### src/i2csf_params.svh
`ifndef I2CSF_PARAMS_SVH
`define I2CSF_PARAMS_SVH

// ----------------------------------------
// register offsets (byte addresses)
// ----------------------------------------
`define I2CSF_OFS_STATUS 8'h00
`define I2CSF_OFS_MASK 8'h04
`define I2CSF_OFS_MODE 8'h08
`define I2CSF_OFS_TXDATA 8'h0C
`define I2CSF_OFS_RXDATA 8'h10
`define I2CSF_OFS_INTSRC 8'h14

// ----------------------------------------
// field positions
// ----------------------------------------
`define I2CSF_FLAG_LO 2
`define I2CSF_FLAG_HI 5
`define I2CSF_IDX_REGS_ACCESS_READY_FLAG 0
`define I2CSF_IDX_RX 1
`define I2CSF_IDX_TX 2
`define I2CSF_IDX_STOP 3
`define I2CSF_MODE_RUN 0
`define I2CSF_MODE_MASTER 1
`define I2CSF_MODE_REPEAT 2
`define I2CSF_MODE_STOPREQ 3

// ----------------------------------------
// reset values and codes
// ----------------------------------------
`define I2CSF_RST_FLAGS 4'h4
`define I2CSF_RST_MASK 4'h0
`define I2CSF_RST_MODE 4'h0
`define I2CSF_RST_TXDATA 8'h00
`define I2CSF_RST_RXDATA 8'h00
`define I2CSF_CODE_NONE 3'h0
`define I2CSF_CODE_REGS_ACCESS_READY_FLAG 3'h3
`define I2CSF_CODE_RX 3'h4
`define I2CSF_CODE_TX 3'h5
`define I2CSF_CODE_STOP 3'h6

`endif

### src/i2csf_pkg.sv
package i2csf_pkg;

	// ----------------------------------------
	// engine events, one-cycle pulses
	// ----------------------------------------
	typedef struct packed {
		logic stop_det;
		logic tx_copy;
		logic rx_copy;
		logic regs_use;
		logic cnt_zero;
		logic word_done;
	} i2csf_evt_t;

	// ----------------------------------------
	// mode control bits
	// ----------------------------------------
	typedef struct packed {
		logic stop_request_bit;
		logic repeat_select;
		logic master;
		logic module_run_bit;
	} i2csf_mode_t;

	typedef logic [3:0] i2csf_flags_t;

endpackage : i2csf_pkg

### src/i2csf_top.sv
// Behaviour
// - stop seen on the bus, from any device, sets the stop flag.
// - writing one to the stop flag bit clears it.
// - tx data copied into the shift register sets tx ready (bit 4).
// - writing tx data, or writing one to bit 4, clears tx ready.
// - tx ready is forced to one while in reset.
// - rx word copied into rx data register sets rx ready (bit 3).
// - rx ready clears on rx data read, write-one, or reset.
// - access-ready flag (bit 2) is driven only as bus master.
// - access-ready clears when programmed contents start being used.
// - access-ready clears on write-one, module reset or chip reset.
// - non-repeat, no stop request: counter at zero sets access-ready.
// - non-repeat with stop request: counter zero makes stop, flag kept.
// - repeat mode: each transmitted word sets access-ready.
// - every flag is pollable and drives its own interrupt request.
// - reading the stop source code clears the stop flag.
//
// Chosen here: the APB register port and the register addresses.
`timescale 1ns/10ps
`include "i2csf_params.svh"

module i2csf_top (
	// clock, reset, enable
	input wire logic sys_clk,
	input wire logic rst,
	input wire logic ce,
	// apb slave
	input wire logic psel,
	input wire logic penable,
	input wire logic pwrite,
	input wire logic [7:0] paddr,
	input wire logic [31:0] pwdata,
	output logic [31:0] prdata,
	output logic pready,
	output logic pslverr,
	// engine side
	input wire i2csf_pkg::i2csf_evt_t eng_ev,
	input wire logic [7:0] rx_word,
	output logic [7:0] tx_word,
	output i2csf_pkg::i2csf_mode_t mode,
	output logic gen_stop,
	// interrupts
	output i2csf_pkg::i2csf_flags_t flag_irq,
	output logic irq
);

	// ----------------------------------------
	// functions
	// ----------------------------------------
	function automatic logic i2csf_hit(input logic [7:0] addr, input logic [7:0] ofs);
		i2csf_hit = (addr == ofs);
	endfunction : i2csf_hit

	function automatic logic [2:0] i2csf_code(input i2csf_pkg::i2csf_flags_t pend);
		if (pend[`I2CSF_IDX_REGS_ACCESS_READY_FLAG]) begin
			i2csf_code = `I2CSF_CODE_REGS_ACCESS_READY_FLAG;
		end else if (pend[`I2CSF_IDX_RX]) begin
			i2csf_code = `I2CSF_CODE_RX;
		end else if (pend[`I2CSF_IDX_TX]) begin
			i2csf_code = `I2CSF_CODE_TX;
		end else if (pend[`I2CSF_IDX_STOP]) begin
			i2csf_code = `I2CSF_CODE_STOP;
		end else begin
			i2csf_code = `I2CSF_CODE_NONE;
		end
	endfunction : i2csf_code

	// ----------------------------------------
	// state
	// ----------------------------------------
	i2csf_pkg::i2csf_flags_t flags;
	i2csf_pkg::i2csf_flags_t mask_reg;
	i2csf_pkg::i2csf_mode_t mode_reg;
	logic [7:0] txdata_reg;
	logic [7:0] rxdata_reg;
	logic [31:0] prdata_reg;
	logic [31:0] prdata_next;
	logic [2:0] code_reg;
	logic gen_stop_reg;
	logic lat_reg;

	// ----------------------------------------
	// bus decode
	// ----------------------------------------
	// read data latched once per transfer, on its first enabled edge
	wire lat_load = ce & psel & ~lat_reg;
	wire access_ph = psel & penable & ce & lat_reg;
	wire hit_status = i2csf_hit(paddr, `I2CSF_OFS_STATUS);
	wire hit_mask = i2csf_hit(paddr, `I2CSF_OFS_MASK);
	wire hit_mode = i2csf_hit(paddr, `I2CSF_OFS_MODE);
	wire hit_tx = i2csf_hit(paddr, `I2CSF_OFS_TXDATA);
	wire hit_rx = i2csf_hit(paddr, `I2CSF_OFS_RXDATA);
	wire hit_isrc = i2csf_hit(paddr, `I2CSF_OFS_INTSRC);
	wire hit_any = hit_status | hit_mask | hit_mode | hit_tx | hit_rx | hit_isrc;
	wire wr_acc = access_ph & pwrite & hit_any;
	wire rd_acc = access_ph & ~pwrite & hit_any;
	wire wr_status = wr_acc & hit_status;
	wire wr_mask = wr_acc & hit_mask;
	wire wr_mode = wr_acc & hit_mode;
	wire wr_tx = wr_acc & hit_tx;
	wire rd_rx = rd_acc & hit_rx;
	wire rd_isrc = rd_acc & hit_isrc;

	assign pready = ce & lat_reg;
	assign pslverr = psel & penable & ~hit_any;

	// ----------------------------------------
	// flag events
	// ----------------------------------------
	i2csf_pkg::i2csf_flags_t pend;
	i2csf_pkg::i2csf_flags_t f_set;
	i2csf_pkg::i2csf_flags_t f_clr;
	i2csf_pkg::i2csf_flags_t f_hold;
	i2csf_pkg::i2csf_flags_t f_hval;
	i2csf_pkg::i2csf_flags_t w1c;
	wire in_reset = ~mode_reg.module_run_bit;
	wire cnt_plain = eng_ev.cnt_zero & ~mode_reg.repeat_select;
	wire code_stop_rd = rd_isrc & (code_reg == `I2CSF_CODE_STOP);

	// write-one clears, zeros ignored
	assign w1c = wr_status ? pwdata[`I2CSF_FLAG_HI:`I2CSF_FLAG_LO] : 4'h0;

	assign f_set[`I2CSF_IDX_STOP] = eng_ev.stop_det;
	assign f_set[`I2CSF_IDX_TX] = eng_ev.tx_copy;
	assign f_set[`I2CSF_IDX_RX] = eng_ev.rx_copy;
	// master only; plain count-to-zero without stop request, or word done in repeat
	assign f_set[`I2CSF_IDX_REGS_ACCESS_READY_FLAG] = mode_reg.master &
		((cnt_plain & ~mode_reg.stop_request_bit) |
		(mode_reg.repeat_select & eng_ev.word_done));

	assign f_clr[`I2CSF_IDX_STOP] = w1c[`I2CSF_IDX_STOP] | code_stop_rd;
	assign f_clr[`I2CSF_IDX_TX] = w1c[`I2CSF_IDX_TX] | wr_tx;
	assign f_clr[`I2CSF_IDX_RX] = w1c[`I2CSF_IDX_RX] | rd_rx;
	assign f_clr[`I2CSF_IDX_REGS_ACCESS_READY_FLAG] = w1c[`I2CSF_IDX_REGS_ACCESS_READY_FLAG] | eng_ev.regs_use;

	// module reset holds tx at one, rx and access-ready at zero
	assign f_hold = {1'b0, in_reset, in_reset, in_reset};
	assign f_hval = `I2CSF_RST_FLAGS;

	genvar gi;
	generate
		for (gi = 0; gi < 4; gi++) begin : g_flag
			i2csf_flag #(
				.RST_VAL(1'(`I2CSF_RST_FLAGS >> gi))
			) u_flag (
				.sys_clk(sys_clk),
				.rst(rst),
				.ce(ce),
				.hold_en(f_hold[gi]),
				.hold_val(f_hval[gi]),
				.set_ev(f_set[gi]),
				.clr_ev(f_clr[gi]),
				.flag(flags[gi])
			);
		end
	endgenerate

	// ----------------------------------------
	// interrupts
	// ----------------------------------------
	assign pend = flags & mask_reg;
	assign flag_irq = pend;
	assign irq = |pend;

	// ----------------------------------------
	// read data, latched in setup
	// ----------------------------------------
	always_comb begin
		prdata_next = 32'h0000_0000;
		if (hit_status) begin
			prdata_next[`I2CSF_FLAG_HI:`I2CSF_FLAG_LO] = flags;
		end else if (hit_mask) begin
			prdata_next[`I2CSF_FLAG_HI:`I2CSF_FLAG_LO] = mask_reg;
		end else if (hit_mode) begin
			prdata_next[3:0] = mode_reg;
		end else if (hit_tx) begin
			prdata_next[7:0] = txdata_reg;
		end else if (hit_rx) begin
			prdata_next[7:0] = rxdata_reg;
		end else if (hit_isrc) begin
			prdata_next[2:0] = i2csf_code(pend);
		end
	end

	assign prdata = prdata_reg;

	always_ff @(posedge sys_clk or posedge rst) begin
		if (rst) begin
			prdata_reg <= 32'h0000_0000;
			code_reg <= `I2CSF_CODE_NONE;
		end else if (lat_load) begin
			prdata_reg <= prdata_next;
			code_reg <= i2csf_code(pend);
		end
	end

	// pready waits for the latch, so a setup frozen by ce still reads fresh data
	always_ff @(posedge sys_clk or posedge rst) begin
		if (rst) begin
			lat_reg <= 1'b0;
		end else if (ce) begin
			lat_reg <= psel & ~access_ph;
		end
	end

	// ----------------------------------------
	// software registers
	// ----------------------------------------
	always_ff @(posedge sys_clk or posedge rst) begin
		if (rst) begin
			mask_reg <= `I2CSF_RST_MASK;
			mode_reg <= `I2CSF_RST_MODE;
			txdata_reg <= `I2CSF_RST_TXDATA;
		end else if (ce) begin
			if (wr_mask) begin
				mask_reg <= pwdata[`I2CSF_FLAG_HI:`I2CSF_FLAG_LO];
			end
			if (wr_mode) begin
				mode_reg <= pwdata[3:0];
			end
			if (wr_tx) begin
				txdata_reg <= pwdata[7:0];
			end
		end
	end

	always_ff @(posedge sys_clk or posedge rst) begin
		if (rst) begin
			rxdata_reg <= `I2CSF_RST_RXDATA;
		end else if (ce && eng_ev.rx_copy) begin
			rxdata_reg <= rx_word;
		end
	end

	// ----------------------------------------
	// stop request at count zero
	// ----------------------------------------
	wire gen_stop_next = mode_reg.master & cnt_plain & mode_reg.stop_request_bit;

	always_ff @(posedge sys_clk or posedge rst) begin
		if (rst) begin
			gen_stop_reg <= 1'b0;
		end else if (ce) begin
			gen_stop_reg <= gen_stop_next;
		end
	end

	assign gen_stop = gen_stop_reg;
	assign tx_word = txdata_reg;
	assign mode = mode_reg;

	// ----------------------------------------
	// checks
	// ----------------------------------------
	AST_STOP_SET: assert property (@(posedge sys_clk) disable iff (rst)
		(ce && eng_ev.stop_det) |=> flags[`I2CSF_IDX_STOP])
		else $error("stop flag not set after stop seen");

	AST_STOP_W1C: assert property (@(posedge sys_clk) disable iff (rst)
		(wr_status && pwdata[5] && !eng_ev.stop_det) |=> !flags[`I2CSF_IDX_STOP])
		else $error("stop flag not cleared by write one");

	AST_TX_SET: assert property (@(posedge sys_clk) disable iff (rst)
		(ce && eng_ev.tx_copy) |=> flags[`I2CSF_IDX_TX])
		else $error("tx ready not set after copy");

	AST_TX_WR: assert property (@(posedge sys_clk) disable iff (rst)
		(wr_tx && !eng_ev.tx_copy && mode_reg.module_run_bit) |=> !flags[`I2CSF_IDX_TX])
		else $error("tx ready not cleared by data write");

	AST_TX_HOLD: assert property (@(posedge sys_clk) disable iff (rst)
		(ce && !mode_reg.module_run_bit) |=> flags[`I2CSF_IDX_TX])
		else $error("tx ready not forced in reset");

	AST_RX_RD: assert property (@(posedge sys_clk) disable iff (rst)
		(rd_rx && !eng_ev.rx_copy) |=> !flags[`I2CSF_IDX_RX])
		else $error("rx ready not cleared by read");

	AST_REGS_ACCESS_READY_FLAG_SLAVE: assert property (@(posedge sys_clk) disable iff (rst)
		(!mode_reg.master && !flags[`I2CSF_IDX_REGS_ACCESS_READY_FLAG]) |=> !flags[`I2CSF_IDX_REGS_ACCESS_READY_FLAG])
		else $error("access ready rose outside master mode");

	AST_REGS_ACCESS_READY_FLAG_STP: assert property (@(posedge sys_clk) disable iff (rst)
		(ce && mode_reg.module_run_bit && mode_reg.master && cnt_plain &&
		mode_reg.stop_request_bit && !eng_ev.regs_use && !w1c[`I2CSF_IDX_REGS_ACCESS_READY_FLAG])
		|=> (gen_stop && $stable(flags[`I2CSF_IDX_REGS_ACCESS_READY_FLAG])))
		else $error("stop request path disturbed access ready");

	AST_REGS_ACCESS_READY_FLAG_RPT: assert property (@(posedge sys_clk) disable iff (rst)
		(ce && mode_reg.module_run_bit && mode_reg.master && mode_reg.repeat_select &&
		eng_ev.word_done) |=> flags[`I2CSF_IDX_REGS_ACCESS_READY_FLAG])
		else $error("access ready not set after repeat word");

	AST_STOP_CODE: assert property (@(posedge sys_clk) disable iff (rst)
		(rd_isrc && code_reg == `I2CSF_CODE_STOP && !eng_ev.stop_det)
		|=> !flags[`I2CSF_IDX_STOP])
		else $error("stop flag kept after stop code read");

	AST_RX_SET: assert property (@(posedge sys_clk) disable iff (rst)
		(ce && eng_ev.rx_copy && mode_reg.module_run_bit) |=> flags[`I2CSF_IDX_RX])
		else $error("rx ready not set after copy");

	AST_REGS_ACCESS_READY_FLAG_PLAIN: assert property (@(posedge sys_clk) disable iff (rst)
		(ce && mode_reg.module_run_bit && mode_reg.master && !mode_reg.repeat_select &&
		!mode_reg.stop_request_bit && eng_ev.cnt_zero) |=> flags[`I2CSF_IDX_REGS_ACCESS_READY_FLAG])
		else $error("access ready not set at count zero");

	AST_REGS_ACCESS_READY_FLAG_USE: assert property (@(posedge sys_clk) disable iff (rst)
		(ce && eng_ev.regs_use && !eng_ev.cnt_zero && !eng_ev.word_done)
		|=> !flags[`I2CSF_IDX_REGS_ACCESS_READY_FLAG])
		else $error("access ready kept after register use");

endmodule : i2csf_top

### src/i2csf_flag.sv
`timescale 1ns/10ps

module i2csf_flag #(
	parameter logic RST_VAL = 1'b0
) (
	// clock and reset
	input wire logic sys_clk,
	input wire logic rst,
	input wire logic ce,
	// controls
	input wire logic hold_en,
	input wire logic hold_val,
	input wire logic set_ev,
	input wire logic clr_ev,
	// state
	output logic flag
);

	logic flag_next;

	// hold beats set, set beats clear
	assign flag_next = hold_en ? hold_val : (set_ev ? 1'b1 : (clr_ev ? 1'b0 : flag));

	always_ff @(posedge sys_clk or posedge rst) begin
		if (rst) begin
			flag <= RST_VAL;
		end else if (ce) begin
			flag <= flag_next;
		end
	end

endmodule : i2csf_flag

### config.mk
export PLATFORM = sky130hd
export DESIGN_NAME = i2csf_top
export DESIGN_NICKNAME = d
export VERILOG_FILES = /design/src/i2csf_pkg.sv /design/src/i2csf_top.sv /design/src/i2csf_flag.sv
export VERILOG_INCLUDE_DIRS = /design/src
export SDC_FILE = /design/constraint.sdc
export NUM_CORES = 1
export LEC_CHECK = 0
export BUFFER_PORTS_ARGS = -buffer_cell sky130_fd_sc_hd__buf_2
export CORE_MARGIN = 8
export CORE_UTILIZATION = 46
export CTS_BUF_LIST = sky130_fd_sc_hd__clkbuf_16
export CTS_CLUSTER_DIAMETER = 30
export DETAILED_ROUTE_END_ITERATION = 7
export GPL_ROUTABILITY_DRIVEN = 0
export GPL_TIMING_DRIVEN = 0
export HOLD_SLACK_MARGIN = 0.06
export PLACE_DENSITY = 0.8
export SLEW_MARGIN = 10
export SYNTH_ARGS = -nofsm -noshare
export SYNTH_HDL_FRONTEND = slang
export SYNTH_SLANG_ARGS = --single-unit
### constraint.sdc
create_clock -name sys_clk -period 2.2 [get_ports sys_clk]
set_input_delay 0.44 -clock sys_clk [delete_from_list [all_inputs] [get_ports sys_clk]]
set_output_delay 0.44 -clock sys_clk [all_outputs]
set_load 0.1 [all_outputs]
==> results.toml <==
[run_status]
outcome = "finished clean"

[power]
pwr_density_cell_mw_per_mm2 = 651.3
power_report.internal_total_uw = 1314
total_switching_power_uw = 651.6
power.total_uw = 1965
leakage_power_uw = 0.001548
sw_frac_of_total_pct = 33.15
part_of_the_power_in_registers_pct = 41.4
pwr-share-clk_pct = 34.1
peakVddDrop_mv = 0.3994
power_frac_comb_pct = 24.5

[critical_path]
worst_path_dominant_cell_family = "simple AND/OR/NAND/NOR gates"
reg2reg_setup_slack_ns = 0.26
crit_chain = "buf_6, or4_4, or4b_4, nor3b_4, mux2_2"
crit_path_max_incr_delay_ns = 0.61
worst_path_buf_inv = 1
worstSetupEndpointType = "flip-flop"
worstPathArrival_ns = 2.35
worst_r2r_path_depth = 4
timing.critical_path.fanout_max = 4
path_depth = 5
path_class = "input port to flip-flop"
start_kind = "input port"
timing.critical_path.required_ns = 2.37
critical-path-slowest-cell = "or4b_4"

[routing]
routed-via-count = 1988
postRouteAntennaNets = 0
route.detailed.drc = 0
detail_route.vias_per_cell = 5.137
dr.pass1.iters = 5
postRouteWirelength_um = 5975
initialDrtViolationCount = 174
avgRoutedWirePerCell_um = 15.44

[timing]
timing_worst_slew_pin_value_ns = 0.6221
clock.fmax_mhz = 457.9
timing.final.setup_violations = 0
timing.setup.tns_ns = 0
drv_slew = 0
slew_headroom_pct = 58.53
final-hold-violation-count = 0
rsz0062_at_grt = "true"
layout_worst_path_cycle_share_pct = 99.28
final.setup_skew_ns = 0.002842
timing.final.crit_period_ns = 2.184

[cts]
ctsHoldBuffers = 0
cts.root.buffer_cell = "clkbuf_16"
clkSlewWorstSetupHoldPaths_ns = 0.05
clock_tree_from_tritoncts = "built"
cts_buffers = 5
clock-sinks = 41
htree_levels = 2
max-clock-path-buffers = 2
clock_insertion_delay_worst_skew_ns = 0.28

[yosys]
synthDistinctLibCells = 45
netlist_instances = 223
mappedNetlistArea_mm2 = 0.002275
syn_avg_cell_area_um2 = 10.20
synth-edff-count = 0
ys_dominant_reg_cell = "dfrtp_1"
ys_ff_latch = 41
synth_seq_area_share_pct = 45.16
asyncSetResetFlopFracSynth_pct = 100.0
ys_warn_count = 0

[floorplanning]
floorplan.rows = 25
total_die_area_mm2 = 0.007451
start_util_pct = 47.84
design.core.area_mm2 = 0.004755
floorplan.die.height_um = 86.32
chipWidth_um = 86.32
ios = 112

[layout]
layout_cell_share_with_drive_strength_beyond_1_pct = 42.19
design.final.nets = 379
antenna-diode-count = 0
finalCoreUtilization_pct = 63.47
layout_commonest_cell = "buf_2"
highest_count_cells_in_the_layout_ignoring_fill_and_taps = "61 x buf_2, 40 x dfrtp_1, 27 x buf_4"
fin_cells = 387
syn2layout_area_growth_pct = 32.67

[worst_hold_path]
holdCritPathClass = "input port to asynchronous set/reset pin"

[global_route]
grt_antenna_before_repair = 0
grt_max_degree = 23
grt_pass1_vias = 2110
grt_pass1_wl_um = 9846
global_route.overflow_total = 0
grt_util_all_layers_pct = 16.48

[placed_design]
dpl.cell_count = 377
io_buffers = 63
hpwl_um = 4870

[job]
timing.max_cap.violations = 0
-- routing by layer --
layer	GRT usage, %	vias up	wire, um
li1	-	939	-
met2	26.32	108	2781
met5	0	-	0
met1	18.83	931	2309
met3	7.845	10	786
met4	5.634	0	99
-- power by group through the flow --
stage	sequential (uW)	clock (uW)	combinational (uW)
floorplan	882	0	328
global placement	825	0	464
detailed placement	828	0	475
CTS	815	683	478
global route	818	717	507
finish	814	671	481
-- timing repair --
item	CTS	global route
setup buffers	3	0
pin swaps	4	3
gates resized for setup	4	1
endpoints found under the setup margin	17	9
-- through the flow --
| stage | cell area, um^2 | hold WS [ns] | worst slack, ns |
|---|---|---|---|
| detailed placement | 2836 | 0.4693 | -0.4101 |
| global placement | 2809 | 0.4523 | -0.3759 |
| global route | 3018 | 0.2119 | -0.01471 |
| finish | 3018 | 0.1677 | 0.01591 |
| floorplan | 2410 | 0.4386 | -0.1850 |
| CTS | 3012 | 0.1764 | -0.01826 |
-- Yosys cell counts (4+ instances only) --
cell,n,area share (%)
buf_4,24,7.9
mux2_2,27,13
nor3_1,4,0.88
o211ai_1,4,1.3
and2_1,4,1.1
clkbuf_1,8,1.3
nor2_1,11,1.8
o21ai_0,14,3.1
inv_1,8,1.3
a21oi_1,4,0.88
dfrtp_1,40,44
nand2_1,24,4.0
-- path summary, 6_finish.rpt --
| path | to | start |
|---|---|---|
| worst max register to register | mask_reg[0] | lat_reg |
| max in group asynchronous | g_flag[2].u_flag.flag | rst |
| worst min-delay path | tx_word[0] | rst |
| min in group sys_clk | tx_word[6] | pwdata[6] |
| worst min register to register | prdata[5] | prdata[5] |
| worst max-delay path | mask_reg[0] | paddr[6] |
-- cells by family after synthesis --
family,after synthesis,synth area share (%)
other,1,0.1649
multiplexers,30,14.69
buffers and inverters,41,10.78
AND/OR/NAND/NOR,66,16.01
AO/OA/AOI/OAI,44,13.20
flip-flops,41,45.16
-- area by class of cell --
cell class                      count  area, um^2
Sequential cell                    41        1027
Tap cell                           67       83.83
Fill cell                         398        1737
Buffer                             32       211.5
Clock buffer                        5       125.1
Clock inverter                      3       11.26
Timing Repair Buffer               67       386.6
Multi-Input combinational cell    164        1142
Inverter                            8       30.03
No activity file was read; power rests on OpenSTA's default activity.
